`config.mk`:
```
export PLATFORM = sky130hd
export DESIGN_NAME = prig_top
export DESIGN_NICKNAME = d
export VERILOG_FILES = /design/src/logic/prig_pkg.sv /design/src/logic/prig_debounce.sv /design/src/logic/prig_apb.sv /design/src/logic/prig_top.sv
export VERILOG_INCLUDE_DIRS = /design/src /design/src/logic
export SDC_FILE = /design/constraint.sdc
export NUM_CORES = 1
export LEC_CHECK = 0
export ABC_AREA = 1
export BUFFER_PORTS_ARGS = -buffer_cell sky130_fd_sc_hd__buf_2
export CORE_MARGIN = 2
export CORE_UTILIZATION = 52
export DETAILED_ROUTE_END_ITERATION = 6
export GPL_ROUTABILITY_DRIVEN = 1
export PLACE_DENSITY = 0.67
export SYNTH_ARGS = -nofsm -noshare
export SYNTH_HDL_FRONTEND = slang
export SYNTH_HIERARCHICAL = 1
export SYNTH_SLANG_ARGS = --single-unit
```
`constraint.sdc`:
```
create_clock -name pclk -period 4.2 [get_ports pclk]
set_clock_uncertainty 0.05 [all_clocks]
set_input_delay 0.84 -clock pclk [delete_from_list [all_inputs] [get_ports pclk]]
set_output_delay 0.84 -clock pclk [all_outputs]
set_load 0.03 [all_outputs]
```
`src/logic/prig_map.svh`:
```
/*
  register map, field positions, reset values and timing counts of the remote
  contact input gating block. assumes a 32-bit apb slave with word offsets.
*/
`ifndef PRIG_MAP_SVH
`define PRIG_MAP_SVH

`define PRIG_OFF_CTRL      12'h000
`define PRIG_OFF_DELAY     12'h004
`define PRIG_OFF_CONTACTS  12'h008
`define PRIG_OFF_CMDS      12'h00C
`define PRIG_OFF_STATUS    12'h010
`define PRIG_OFF_MASK      12'h014

// ctrl fields
`define PRIG_CTRL_SRC_LSB   0
`define PRIG_CTRL_SRC_MSB   1
`define PRIG_CTRL_BOOST_EN  2
`define PRIG_CTRL_PURGE_EN  3
`define PRIG_CTRL_IDLE_EN   4
`define PRIG_CTRL_VALVE_LSB 5
`define PRIG_CTRL_VALVE_MSB 6
`define PRIG_CTRL_LATCH_EN  7
`define PRIG_CTRL_CODE_LSB  8
`define PRIG_CTRL_CODE_MSB  11
`define PRIG_CTRL_RST       32'h0000_0000

// control source, valve mode and purge codes
`define PRIG_SRC_REMOTE     2'h1
`define PRIG_VALVE_MANUAL   2'h1
`define PRIG_CODE_PURGE     4'h1

`define PRIG_DELAY_RST      16'h0000

// command outputs / status bits
`define PRIG_NCMD           6
`define PRIG_B_PUMP         0
`define PRIG_B_BOOST        1
`define PRIG_B_PURGE        2
`define PRIG_B_STBY         3
`define PRIG_B_VALVE        4
`define PRIG_B_CLEAR        5

// stand-by delay tick: 1 ms at 20 MHz
`define PRIG_TICK_NS        1000000
`define PRIG_CLK_NS         50
`define PRIG_TICK_CYC       (`PRIG_TICK_NS / `PRIG_CLK_NS)

`endif

```
`src/logic/prig_pkg.sv`:
```
/*
  types of the remote contact input gating block.
  assumes prig_map.svh for numeric values.
*/
package prig_pkg;
  typedef enum logic [1:0] {
    STBY_OFF,
    STBY_WAIT,
    STBY_ON
  } prig_stby_type;
endpackage

```
`src/logic/prig_debounce.sv`:
```
/*
  two flop synchroniser plus a stability counter for one contact input.
  assumes the input may bounce and is not related to pclk.
*/
`timescale 1ns/1ps
module prig_debounce #(
  parameter int CNT_W  = 16,
  parameter int STABLE = 20000
) (
  input  wire logic pclk,
  input  wire logic presetn,
  input  wire logic raw,
  output logic      level
);
  logic             meta_r;
  logic             sync_r;
  logic [CNT_W-1:0] cnt_r;

  // first flop is read by the second only
  always_ff @(posedge pclk or negedge presetn) begin
    if (!presetn) begin
      meta_r <= 1'b0;
      sync_r <= 1'b0;
    end else begin
      meta_r <= raw;
      sync_r <= meta_r;
    end
  end

  // level follows only after sync holds a new value for STABLE cycles
  always_ff @(posedge pclk or negedge presetn) begin
    if (!presetn) begin
      cnt_r <= '0;
      level <= 1'b0;
    end else if (sync_r == level) begin
      cnt_r <= '0;
    end else if (cnt_r == CNT_W'(STABLE - 1)) begin
      cnt_r <= '0;
      level <= sync_r;
    end else begin
      cnt_r <= cnt_r + 1'b1;
    end
  end
endmodule

```
`src/logic/prig_apb.sv`:
```
/*
  apb slave register file: control, delay, status w1c and mask.
  assumes a zero wait state apb master; unmapped reads return zero with pslverr.
*/
`timescale 1ns/1ps
`include "prig_map.svh"
module prig_apb
  import prig_pkg::*;
(
  input  wire logic                  pclk,
  input  wire logic                  presetn,
  input  wire logic                  psel,
  input  wire logic                  penable,
  input  wire logic                  pwrite,
  input  wire logic [11:0]           paddr,
  input  wire logic [31:0]           pwdata,
  output logic      [31:0]           prdata,
  output logic                       pready,
  output logic                       pslverr,
  input  wire logic [7:0]            contacts,
  input  wire logic [`PRIG_NCMD-1:0] cmds,
  input  wire logic [`PRIG_NCMD-1:0] events,
  output logic      [31:0]           ctrl_r,
  output logic      [15:0]           delay_r,
  output logic                       irq
);
  logic [`PRIG_NCMD-1:0] status_r;
  logic [`PRIG_NCMD-1:0] mask_r;
  logic                  wr;
  logic                  rd;
  logic                  hit;

  assign wr = psel & penable & pwrite;
  assign rd = psel & penable & ~pwrite;

  // address decode used by the error answer only
  always_comb begin
    case (paddr)
      `PRIG_OFF_CTRL, `PRIG_OFF_DELAY, `PRIG_OFF_CONTACTS,
      `PRIG_OFF_CMDS, `PRIG_OFF_STATUS, `PRIG_OFF_MASK: hit = 1'b1;
      default: hit = 1'b0;
    endcase
  end

  // writable configuration
  always_ff @(posedge pclk or negedge presetn) begin
    if (!presetn) begin
      ctrl_r  <= `PRIG_CTRL_RST;
      delay_r <= `PRIG_DELAY_RST;
      mask_r  <= '0;
    end else if (wr) begin
      if (paddr == `PRIG_OFF_CTRL) ctrl_r <= pwdata;
      if (paddr == `PRIG_OFF_DELAY) delay_r <= pwdata[15:0];
      if (paddr == `PRIG_OFF_MASK) mask_r <= pwdata[`PRIG_NCMD-1:0];
    end
  end

  // sticky status: a new event wins over a write-one clear
  always_ff @(posedge pclk or negedge presetn) begin
    if (!presetn) begin
      status_r <= '0;
    end else if (wr && paddr == `PRIG_OFF_STATUS) begin
      status_r <= (status_r & ~pwdata[`PRIG_NCMD-1:0]) | events;
    end else begin
      status_r <= status_r | events;
    end
  end

  // registered read data and answer, one access cycle
  always_ff @(posedge pclk or negedge presetn) begin
    if (!presetn) begin
      prdata  <= '0;
      pready  <= 1'b0;
      pslverr <= 1'b0;
      irq     <= 1'b0;
    end else begin
      irq     <= |(status_r & mask_r);
      pready  <= psel & ~penable;
      pslverr <= psel & ~penable & ~hit;
      prdata  <= '0;
      if (psel && !penable && !pwrite) begin
        case (paddr)
          `PRIG_OFF_CTRL:     prdata <= ctrl_r;
          `PRIG_OFF_DELAY:    prdata <= {16'h0000, delay_r};
          `PRIG_OFF_CONTACTS: prdata <= {24'h000000, contacts};
          `PRIG_OFF_CMDS:     prdata <= {26'h0000000, cmds};
          `PRIG_OFF_STATUS:   prdata <= {26'h0000000, status_r};
          `PRIG_OFF_MASK:     prdata <= {26'h0000000, mask_r};
          default:            prdata <= '0;
        endcase
      end
    end
  end
endmodule

```
`src/logic/prig_top.sv`:
```
/*
  remote contact input gating of a vacuum pump controller: eight contact levels
  become pump, booster, purge, stand-by purge, inlet valve and warning-clear
  commands, gated by remote selection (except warning-clear) and configuration over apb.
  assumes contacts are high when closed; outputs drive the pump sequencer.
*/
`timescale 1ns/1ps
`include "prig_map.svh"

module prig_top
  import prig_pkg::*;
#(
  parameter int DB_CYC  = 20000,
  parameter int TICK    = `PRIG_TICK_CYC
) (
  input  wire logic        pclk,
  input  wire logic        presetn,
  input  wire logic        psel,
  input  wire logic        penable,
  input  wire logic        pwrite,
  input  wire logic [11:0] paddr,
  input  wire logic [31:0] pwdata,
  output logic      [31:0] prdata,
  output logic             pready,
  output logic             pslverr,
  input  wire logic        local_remote_sel_in,
  input  wire logic        pump_run_in,
  input  wire logic        booster_run_in,
  input  wire logic        purge_run_in,
  input  wire logic        standby_purge_in,
  input  wire logic        valve_close_in,
  input  wire logic        valve_close_permit_in,
  input  wire logic        warn_clear_in,
  input  wire logic        purge_fault_in,
  output logic             pump_run_r,
  output logic             booster_run_r,
  output logic             purge_run_r,
  output logic             standby_valve_closed_r,
  output logic             inlet_valve_close_r,
  output logic             valve_close_permit_r,
  output logic             purge_alarm_r,
  output logic             fault_clear_r,
  output logic             irq
);
  logic [7:0]            raw;
  logic [7:0]            db;
  logic [31:0]           ctrl;
  logic [15:0]           delay;
  logic                  src_remote;
  logic                  remote_ok;
  logic                  manual_valve_choice;
  logic                  clear_prev_r;
  logic [`PRIG_NCMD-1:0] cmds;
  logic [`PRIG_NCMD-1:0] cmds_prev_r;
  logic [`PRIG_NCMD-1:0] events;
  logic [31:0]           tick_r;
  logic [15:0]           wait_r;
  prig_stby_type         stby_r;

  assign raw = {warn_clear_in, valve_close_permit_in, valve_close_in, standby_purge_in,
                purge_run_in, booster_run_in, pump_run_in, local_remote_sel_in};

  // one filter per contact so bounce never reaches a command
  genvar gi;
  generate
    for (gi = 0; gi < 8; gi++) begin : g_db
      prig_debounce #(
        .CNT_W  (16),
        .STABLE (DB_CYC)
      ) u_db (
        .pclk    (pclk),
        .presetn (presetn),
        .raw     (raw[gi]),
        .level   (db[gi])
      );
    end
  endgenerate

  // remote is validated by configuration and an open select contact
  assign src_remote = ctrl[`PRIG_CTRL_SRC_MSB:`PRIG_CTRL_SRC_LSB] == `PRIG_SRC_REMOTE;
  assign remote_ok  = src_remote & ~db[0];
  assign manual_valve_choice =
    ctrl[`PRIG_CTRL_VALVE_MSB:`PRIG_CTRL_VALVE_LSB] == `PRIG_VALVE_MANUAL;

  // pump, booster and purge follow their contacts while gated in
  always_ff @(posedge pclk or negedge presetn) begin
    if (!presetn) begin
      pump_run_r    <= 1'b0;
      booster_run_r <= 1'b0;
      purge_run_r   <= 1'b0;
    end else if (remote_ok) begin
      pump_run_r    <= db[1];
      if (ctrl[`PRIG_CTRL_BOOST_EN])
        booster_run_r <= db[2];
      if (ctrl[`PRIG_CTRL_PURGE_EN] &&
          ctrl[`PRIG_CTRL_CODE_MSB:`PRIG_CTRL_CODE_LSB] == `PRIG_CODE_PURGE)
        purge_run_r <= db[3];
    end
  end

  // millisecond tick for the stand-by delay; counts only while waiting
  always_ff @(posedge pclk or negedge presetn) begin
    if (!presetn) begin
      tick_r <= '0;
    end else if (stby_r != STBY_WAIT || tick_r == 32'(TICK - 1)) begin
      tick_r <= '0;
    end else begin
      tick_r <= tick_r + 32'h0000_0001;
    end
  end

  // stand-by purge: closed contact waits the programmed delay, open stops it
  always_ff @(posedge pclk or negedge presetn) begin
    if (!presetn) begin
      stby_r <= STBY_OFF;
      wait_r <= '0;
      standby_valve_closed_r <= 1'b0;
    end else if (remote_ok && !ctrl[`PRIG_CTRL_IDLE_EN] && ctrl[`PRIG_CTRL_PURGE_EN]) begin
      case (stby_r)
        STBY_OFF: begin
          if (db[4]) begin
            stby_r <= STBY_WAIT;
            wait_r <= delay;
          end
        end
        STBY_WAIT: begin
          if (!db[4]) begin
            stby_r <= STBY_OFF;
          end else if (wait_r == 16'h0000) begin
            stby_r <= STBY_ON;
            standby_valve_closed_r <= 1'b1;
          end else if (tick_r == 32'(TICK - 1)) begin
            wait_r <= wait_r - 16'h0001;
          end
        end
        STBY_ON: begin
          if (!db[4]) begin
            stby_r <= STBY_OFF;
            standby_valve_closed_r <= 1'b0;
          end
        end
        default: stby_r <= STBY_OFF;
      endcase
    end
  end

  // permit needs the manual choice and the permit contact only; valve close needs remote, manual choice and permit
  always_ff @(posedge pclk or negedge presetn) begin
    if (!presetn) begin
      valve_close_permit_r <= 1'b0;
      inlet_valve_close_r  <= 1'b0;
    end else begin
      valve_close_permit_r <= manual_valve_choice & db[6];
      if (!(manual_valve_choice && db[6]))
        inlet_valve_close_r <= 1'b0;
      else if (remote_ok)
        inlet_valve_close_r <= db[5];
    end
  end

  // purge alarm is masked while the stand-by valve is closed
  always_ff @(posedge pclk or negedge presetn) begin
    if (!presetn) begin
      purge_alarm_r <= 1'b0;
    end else begin
      purge_alarm_r <= purge_fault_in & ~standby_valve_closed_r;
    end
  end

  // rising edge of the clear contact gives a one-cycle clear pulse
  always_ff @(posedge pclk or negedge presetn) begin
    if (!presetn) begin
      clear_prev_r  <= 1'b0;
      fault_clear_r <= 1'b0;
    end else begin
      clear_prev_r  <= db[7];
      fault_clear_r <= ctrl[`PRIG_CTRL_LATCH_EN] & db[7] & ~clear_prev_r;
    end
  end

  assign cmds = {fault_clear_r, inlet_valve_close_r, standby_valve_closed_r,
                 purge_run_r, booster_run_r, pump_run_r};

  // any command change is an event for the sticky status
  always_ff @(posedge pclk or negedge presetn) begin
    if (!presetn) begin
      cmds_prev_r <= '0;
    end else begin
      cmds_prev_r <= cmds;
    end
  end
  assign events = cmds ^ cmds_prev_r;

  prig_apb u_apb (
    .pclk     (pclk),
    .presetn  (presetn),
    .psel     (psel),
    .penable  (penable),
    .pwrite   (pwrite),
    .paddr    (paddr),
    .pwdata   (pwdata),
    .prdata   (prdata),
    .pready   (pready),
    .pslverr  (pslverr),
    .contacts (db),
    .cmds     (cmds),
    .events   (events),
    .ctrl_r   (ctrl),
    .delay_r  (delay),
    .irq      (irq)
  );
endmodule

```
==> results.md <==
- Among all flip-flop cells after synthesis, the most frequent one is dfrtp_1.
- The count of buffers added on input and output ports is 100.
- Global routing consumed, on the met2 layer, 38.4% of the routing resources.
- The number of DRC markers after the initial detailed-route iteration is 805.
- The largest stage delay on the critical path is 570 ps.
- The analysis attributes to cell leakage a power of 8.50 nW.
- The average cell area after synthesis is 7.95 um^2.
- The power per cell area is 353 nW/um^2.
- The cell sitting at the root of the clock tree is a clkbuf_16.
- The maximum vdd drop is 0.348 mV.
- The clock-pin slew reported for the worst setup and hold paths after clock tree synthesis is 60 ps.
- In the routed design, unresolved DRC markers number 0.
- The floorplan step set the die width to 181 um.
- The layer flagged by global routing as most heavily used is met2.
- The sequential cells in the finished layout cover a total of 7810 um^2.
- The nature of the critical path endpoint is a flop.
- Clock latency on the worst-skew pair, taken at its later pin, is 520 ps.
- The number of nets in the layout is 2,237.
- In this run, post-CTS repair resized a total of 0 instances.
- Setup violations remaining at the end of the flow were counted as 0.
- Measured against its own limit, the worst slew margin works out to 38.7%.
- The worst path in the final design needs a cycle of 2610 ps, including I/O delays and setup.
- The via count of the first global-routing pass came to 12,900.
- The die footprint is 32,800 um^2.
- The number of flops mapped to enable cells by yosys is 0.
- After synthesis the netlist holds a flip-flop and latch count of 312.
- The final clock period utilization by the worst path is 62.2%.
- The first-pass GRT wire length is 62,800 um.
- In the global route stage, overall resource usage came out at 23.1%.
- In the final layout, the multi-input gates occupy 7510 um^2.
- The worst hold path belongs to the class reg2reg.
- Max-cap violations in this run came to 0.
- The worst hold path terminates at g_db[5].u_db/sync_r.
- The kind of launch point of the worst setup path is a flop.
- The met1 routing resource usage after global routing is 31.6%.
- The total count of hold-check failures in the final report came to 0.
- Once the clock tree was built, the setup fixing pass inserted 0 buffers.
- The number of clock sinks seen by CTS is 312.
- The worst register-to-register path has a setup slack of 1590 ps.
- The core region is 30,700 um^2.
- For this run the aggregate overflow at the end of global routing stands at 0.
- The worst hold path begins at g_db[5].u_db/meta_r.
- The number of cell instances on the worst register-to-register path is 10.
- The hold buffer count at CTS is 0.
- The number of max-slew violations in the final report is 0.
- For the final routed database, the setup TNS stands at 0 ps.
- For the pin with the worst max-slew slack, the measured transition is 919 ps.
- The cell type with the highest occurrence count on the critical path is nand2_1.
- The number of warnings printed during yosys synthesis is 6.
- For this run, global-route usage on met3 was measured as 3.14%.
- The highest clock rate is 0.383 GHz.
- The clock tree buffer depth is 3.
- The layout filler cell count is 2,774.
- The number of antenna violations at the first check in global routing is 0.
- At the worst endpoint, the arrival time is 2950 ps.
- Summing over every cut layer, the via total after detailed routing is 13,200.
- The number of ports placed on the die boundary is 101.
- The post-detailed-placement cell area is 17,200 um^2.
- After floorplanning, the core was divided into 64 placement rows.
- The clock tree from TritonCTS is yes.
- The number of standard cells after synthesis is 2,049.
- The detailed-routing iteration count for the pre-antenna-repair pass is 6.
- The run finished with clean final reports.
- Wires add up to 36,500 um.
- The required time of the worst setup path is 4540 ps.
- The final RePlAce weighted congestion is 0.911.
- From synthesis to final layout, the design area changed by 13.3%.
- The number of antenna diodes in the final layout is 0.
- The pin count of the biggest net entering global routing is 116.
- The fraction of registers with async set or reset after synthesis is 100%.
- The critical path start-end classification is reg2reg.
- The count of nets left with antenna violations after detail routing is 0.
- Along the worst hold path, the cell count comes to 0.
- When the netlist entered floorplanning its net count stood at 2,117.
- The synthesized netlist contains 40 unique library cells.
- On the critical path, the stage with the largest delay is an instance of nand2_2.
- The HPWL after detailed placement is 26,500 um.
- Summing every instance area after synthesis gives 16,300 um^2.
- The most critical setup path has its startpoint at tick_r[0].
- In this run the critical register-to-register path is launched from tick_r[0].
- After detailed routing, the average wire length per cell comes to 14.1 um.
- The area of all placed cells without fillers is 18,500 um^2.
- Walking the worst path, the cells encountered are ha_1 > nand2_2 > nor2_2 > nand2_1 > nor2_1 > nand2_1 > nand2_2 > nand3_2 > nand2_1 > nand2_1.
- The total power of the final layout is 6.51 mW.
- The effective utilization at floorplan is 53.0%.
- In this run the number of H-tree levels came out at 2.
- In this run the critical register-to-register path is captured at wait_r[6].
- Along the worst path, the maximum fanout reaches 38.
- The number of buffers inserted during clock tree synthesis is 36.
- The via count normalized by instance count is 5.09.
- In the final layout, the share of cells above drive strength 1 is 18.6%.
- Setup repair after global routing left no endpoint under its margin.
- The die outline height is 181 um.
- The fraction of the yosys area taken by sequential cells is 47.9%.
-- how the worst max path moves through the flow --
stage / cells after the start / to / slack, ps
final: 10 / wait_r[6] / 1590
after global routing: 10 / wait_r[4] / 1300
after CTS: 10 / wait_r[6] / 1570
after detailed placement: 8 / u_apb/ctrl_r[7] / 1090
after global placement: 9 / u_apb/ctrl_r[15] / 1170
after floorplan: 10 / u_apb/ctrl_r[16] / 2210
-- registers in the layout (all words and copies together) (netlist names), 8 cells and up --
register / cells
u_apb/prdata: 32
u_apb/delay_r: 16
g_db.u_db/cnt_r: 128
g_db.u_db/meta_r: 8
u_apb/ctrl_r: 32
g_db.u_db/sync_r: 8
g_db.u_db/level: 8
wait_r: 16
tick_r: 32
-- cells in the final DEF, fill, tap and decap left out, types with 33 or more instances in the layout --
master | Yosys | routed
nor3_1 | 33 | 33
nor2_1 | 321 | 321
inv_1 | 182 | 182
nor2_2 | 93 | 93
nand3_1 | 163 | 163
clkbuf_16 | 0 | 37
o21ai_0 | 38 | 38
nand2_2 | 55 | 55
buf_2 | 15 | 99
nand2_1 | 553 | 553
xor2_1 | 45 | 45
dfrtp_1 | 312 | 312
-- where the power goes --
part           switching (mW)  leakage [nW]  internal, mW
sequential             0.0252          4.27          3.04
combinational           0.150          3.63        0.0642
clock                    1.25         0.610          1.99
total                    1.42          8.50          5.09
-- metrics by stage --
| stage | utilization (%) | setup slack, ps | cells | hold slack [ps] |
|---|---|---|---|---|
| after floorplan | - | 2210 | 2049 | 281 |
| after global placement | 56.0 | 1170 | 2527 | 285 |
| after detailed placement | 56.0 | 1090 | 2527 | 286 |
| after CTS | 60.0 | 1570 | 2591 | 292 |
| after global routing | 60.0 | 1300 | 2591 | 299 |
| final | 60.0 | 1590 | 2591 | 291 |
-- area by class of cell --
cell class              instances  share of cell area (%)
flip-flops and latches        312                    42.3
clock inverters                15                    1.02
inverters                     210                    4.31
repair buffers                111                    3.35
clock buffers                  49                    5.64
well taps                     396                    2.68
multi-input cells            1498                    40.7
-- kinds of logic (layout without fill, tap and decap cells) --
| logic type | after synthesis | in the layout | share of synthesized area, % |
|---|---|---|---|
| compound gates | 114 | 114 | 4.10 |
| xor+xnor | 63 | 63 | 3.76 |
| fa+ha+maj | 10 | 10 | 0.768 |
| buf+inv | 239 | 385 | 5.99 |
| flops | 312 | 312 | 47.9 |
| mux | 1 | 1 | 0.0691 |
| simple gates | 1310 | 1310 | 37.4 |
-- synth_stat cells (3+ instances only) --
cell type  number  share of area [%]
nand2_1       553                 13
nor2_1        321                7.4
dfrtp_1       312                 48
inv_1         182                4.2
nand3_1       163                5.0
nor2_2         93                3.6
nand2_2        55                2.1
xor2_1         45                2.4
o21ai_0        38                1.2
nor3_1         33                1.0
nand4_1        27                1.0
o21ai_1        27               0.83
nor2_4         26                1.8
inv_2          18               0.41
o21bai_1       17               0.78
a21oi_1        16               0.49
buf_2          15               0.46
o21ai_2        13               0.70
ha_1           10               0.77
nor3b_1        10               0.46
xnor2_1        10               0.54
nand2_4         9               0.62
clkinv_1        8               0.18
nand2_8         8               0.98
xnor2_2         8               0.80
buf_6           5               0.35
buf_4           4               0.18
nand3b_1        4               0.18
and3_1          3               0.12
clkbuf_1        3              0.069
-- metal layers --
layer	vias up	part of all wire (%)	wire, um
met1	6150	46	16600
met5	-	0	0
li1	6662	-	-
met3	66	4.5	1650
met4	0	2.9	1060
met2	305	47	17200
-- critical path: cells and delay by family, from the launching register on --
family | cells | cell delay (ps)
AND/OR/NAND/NOR | 9 | 1800
flip-flops | 1 | 390
adder cells (fa/ha/maj) | 1 | 220
Power figures use the tool's default switching activity.
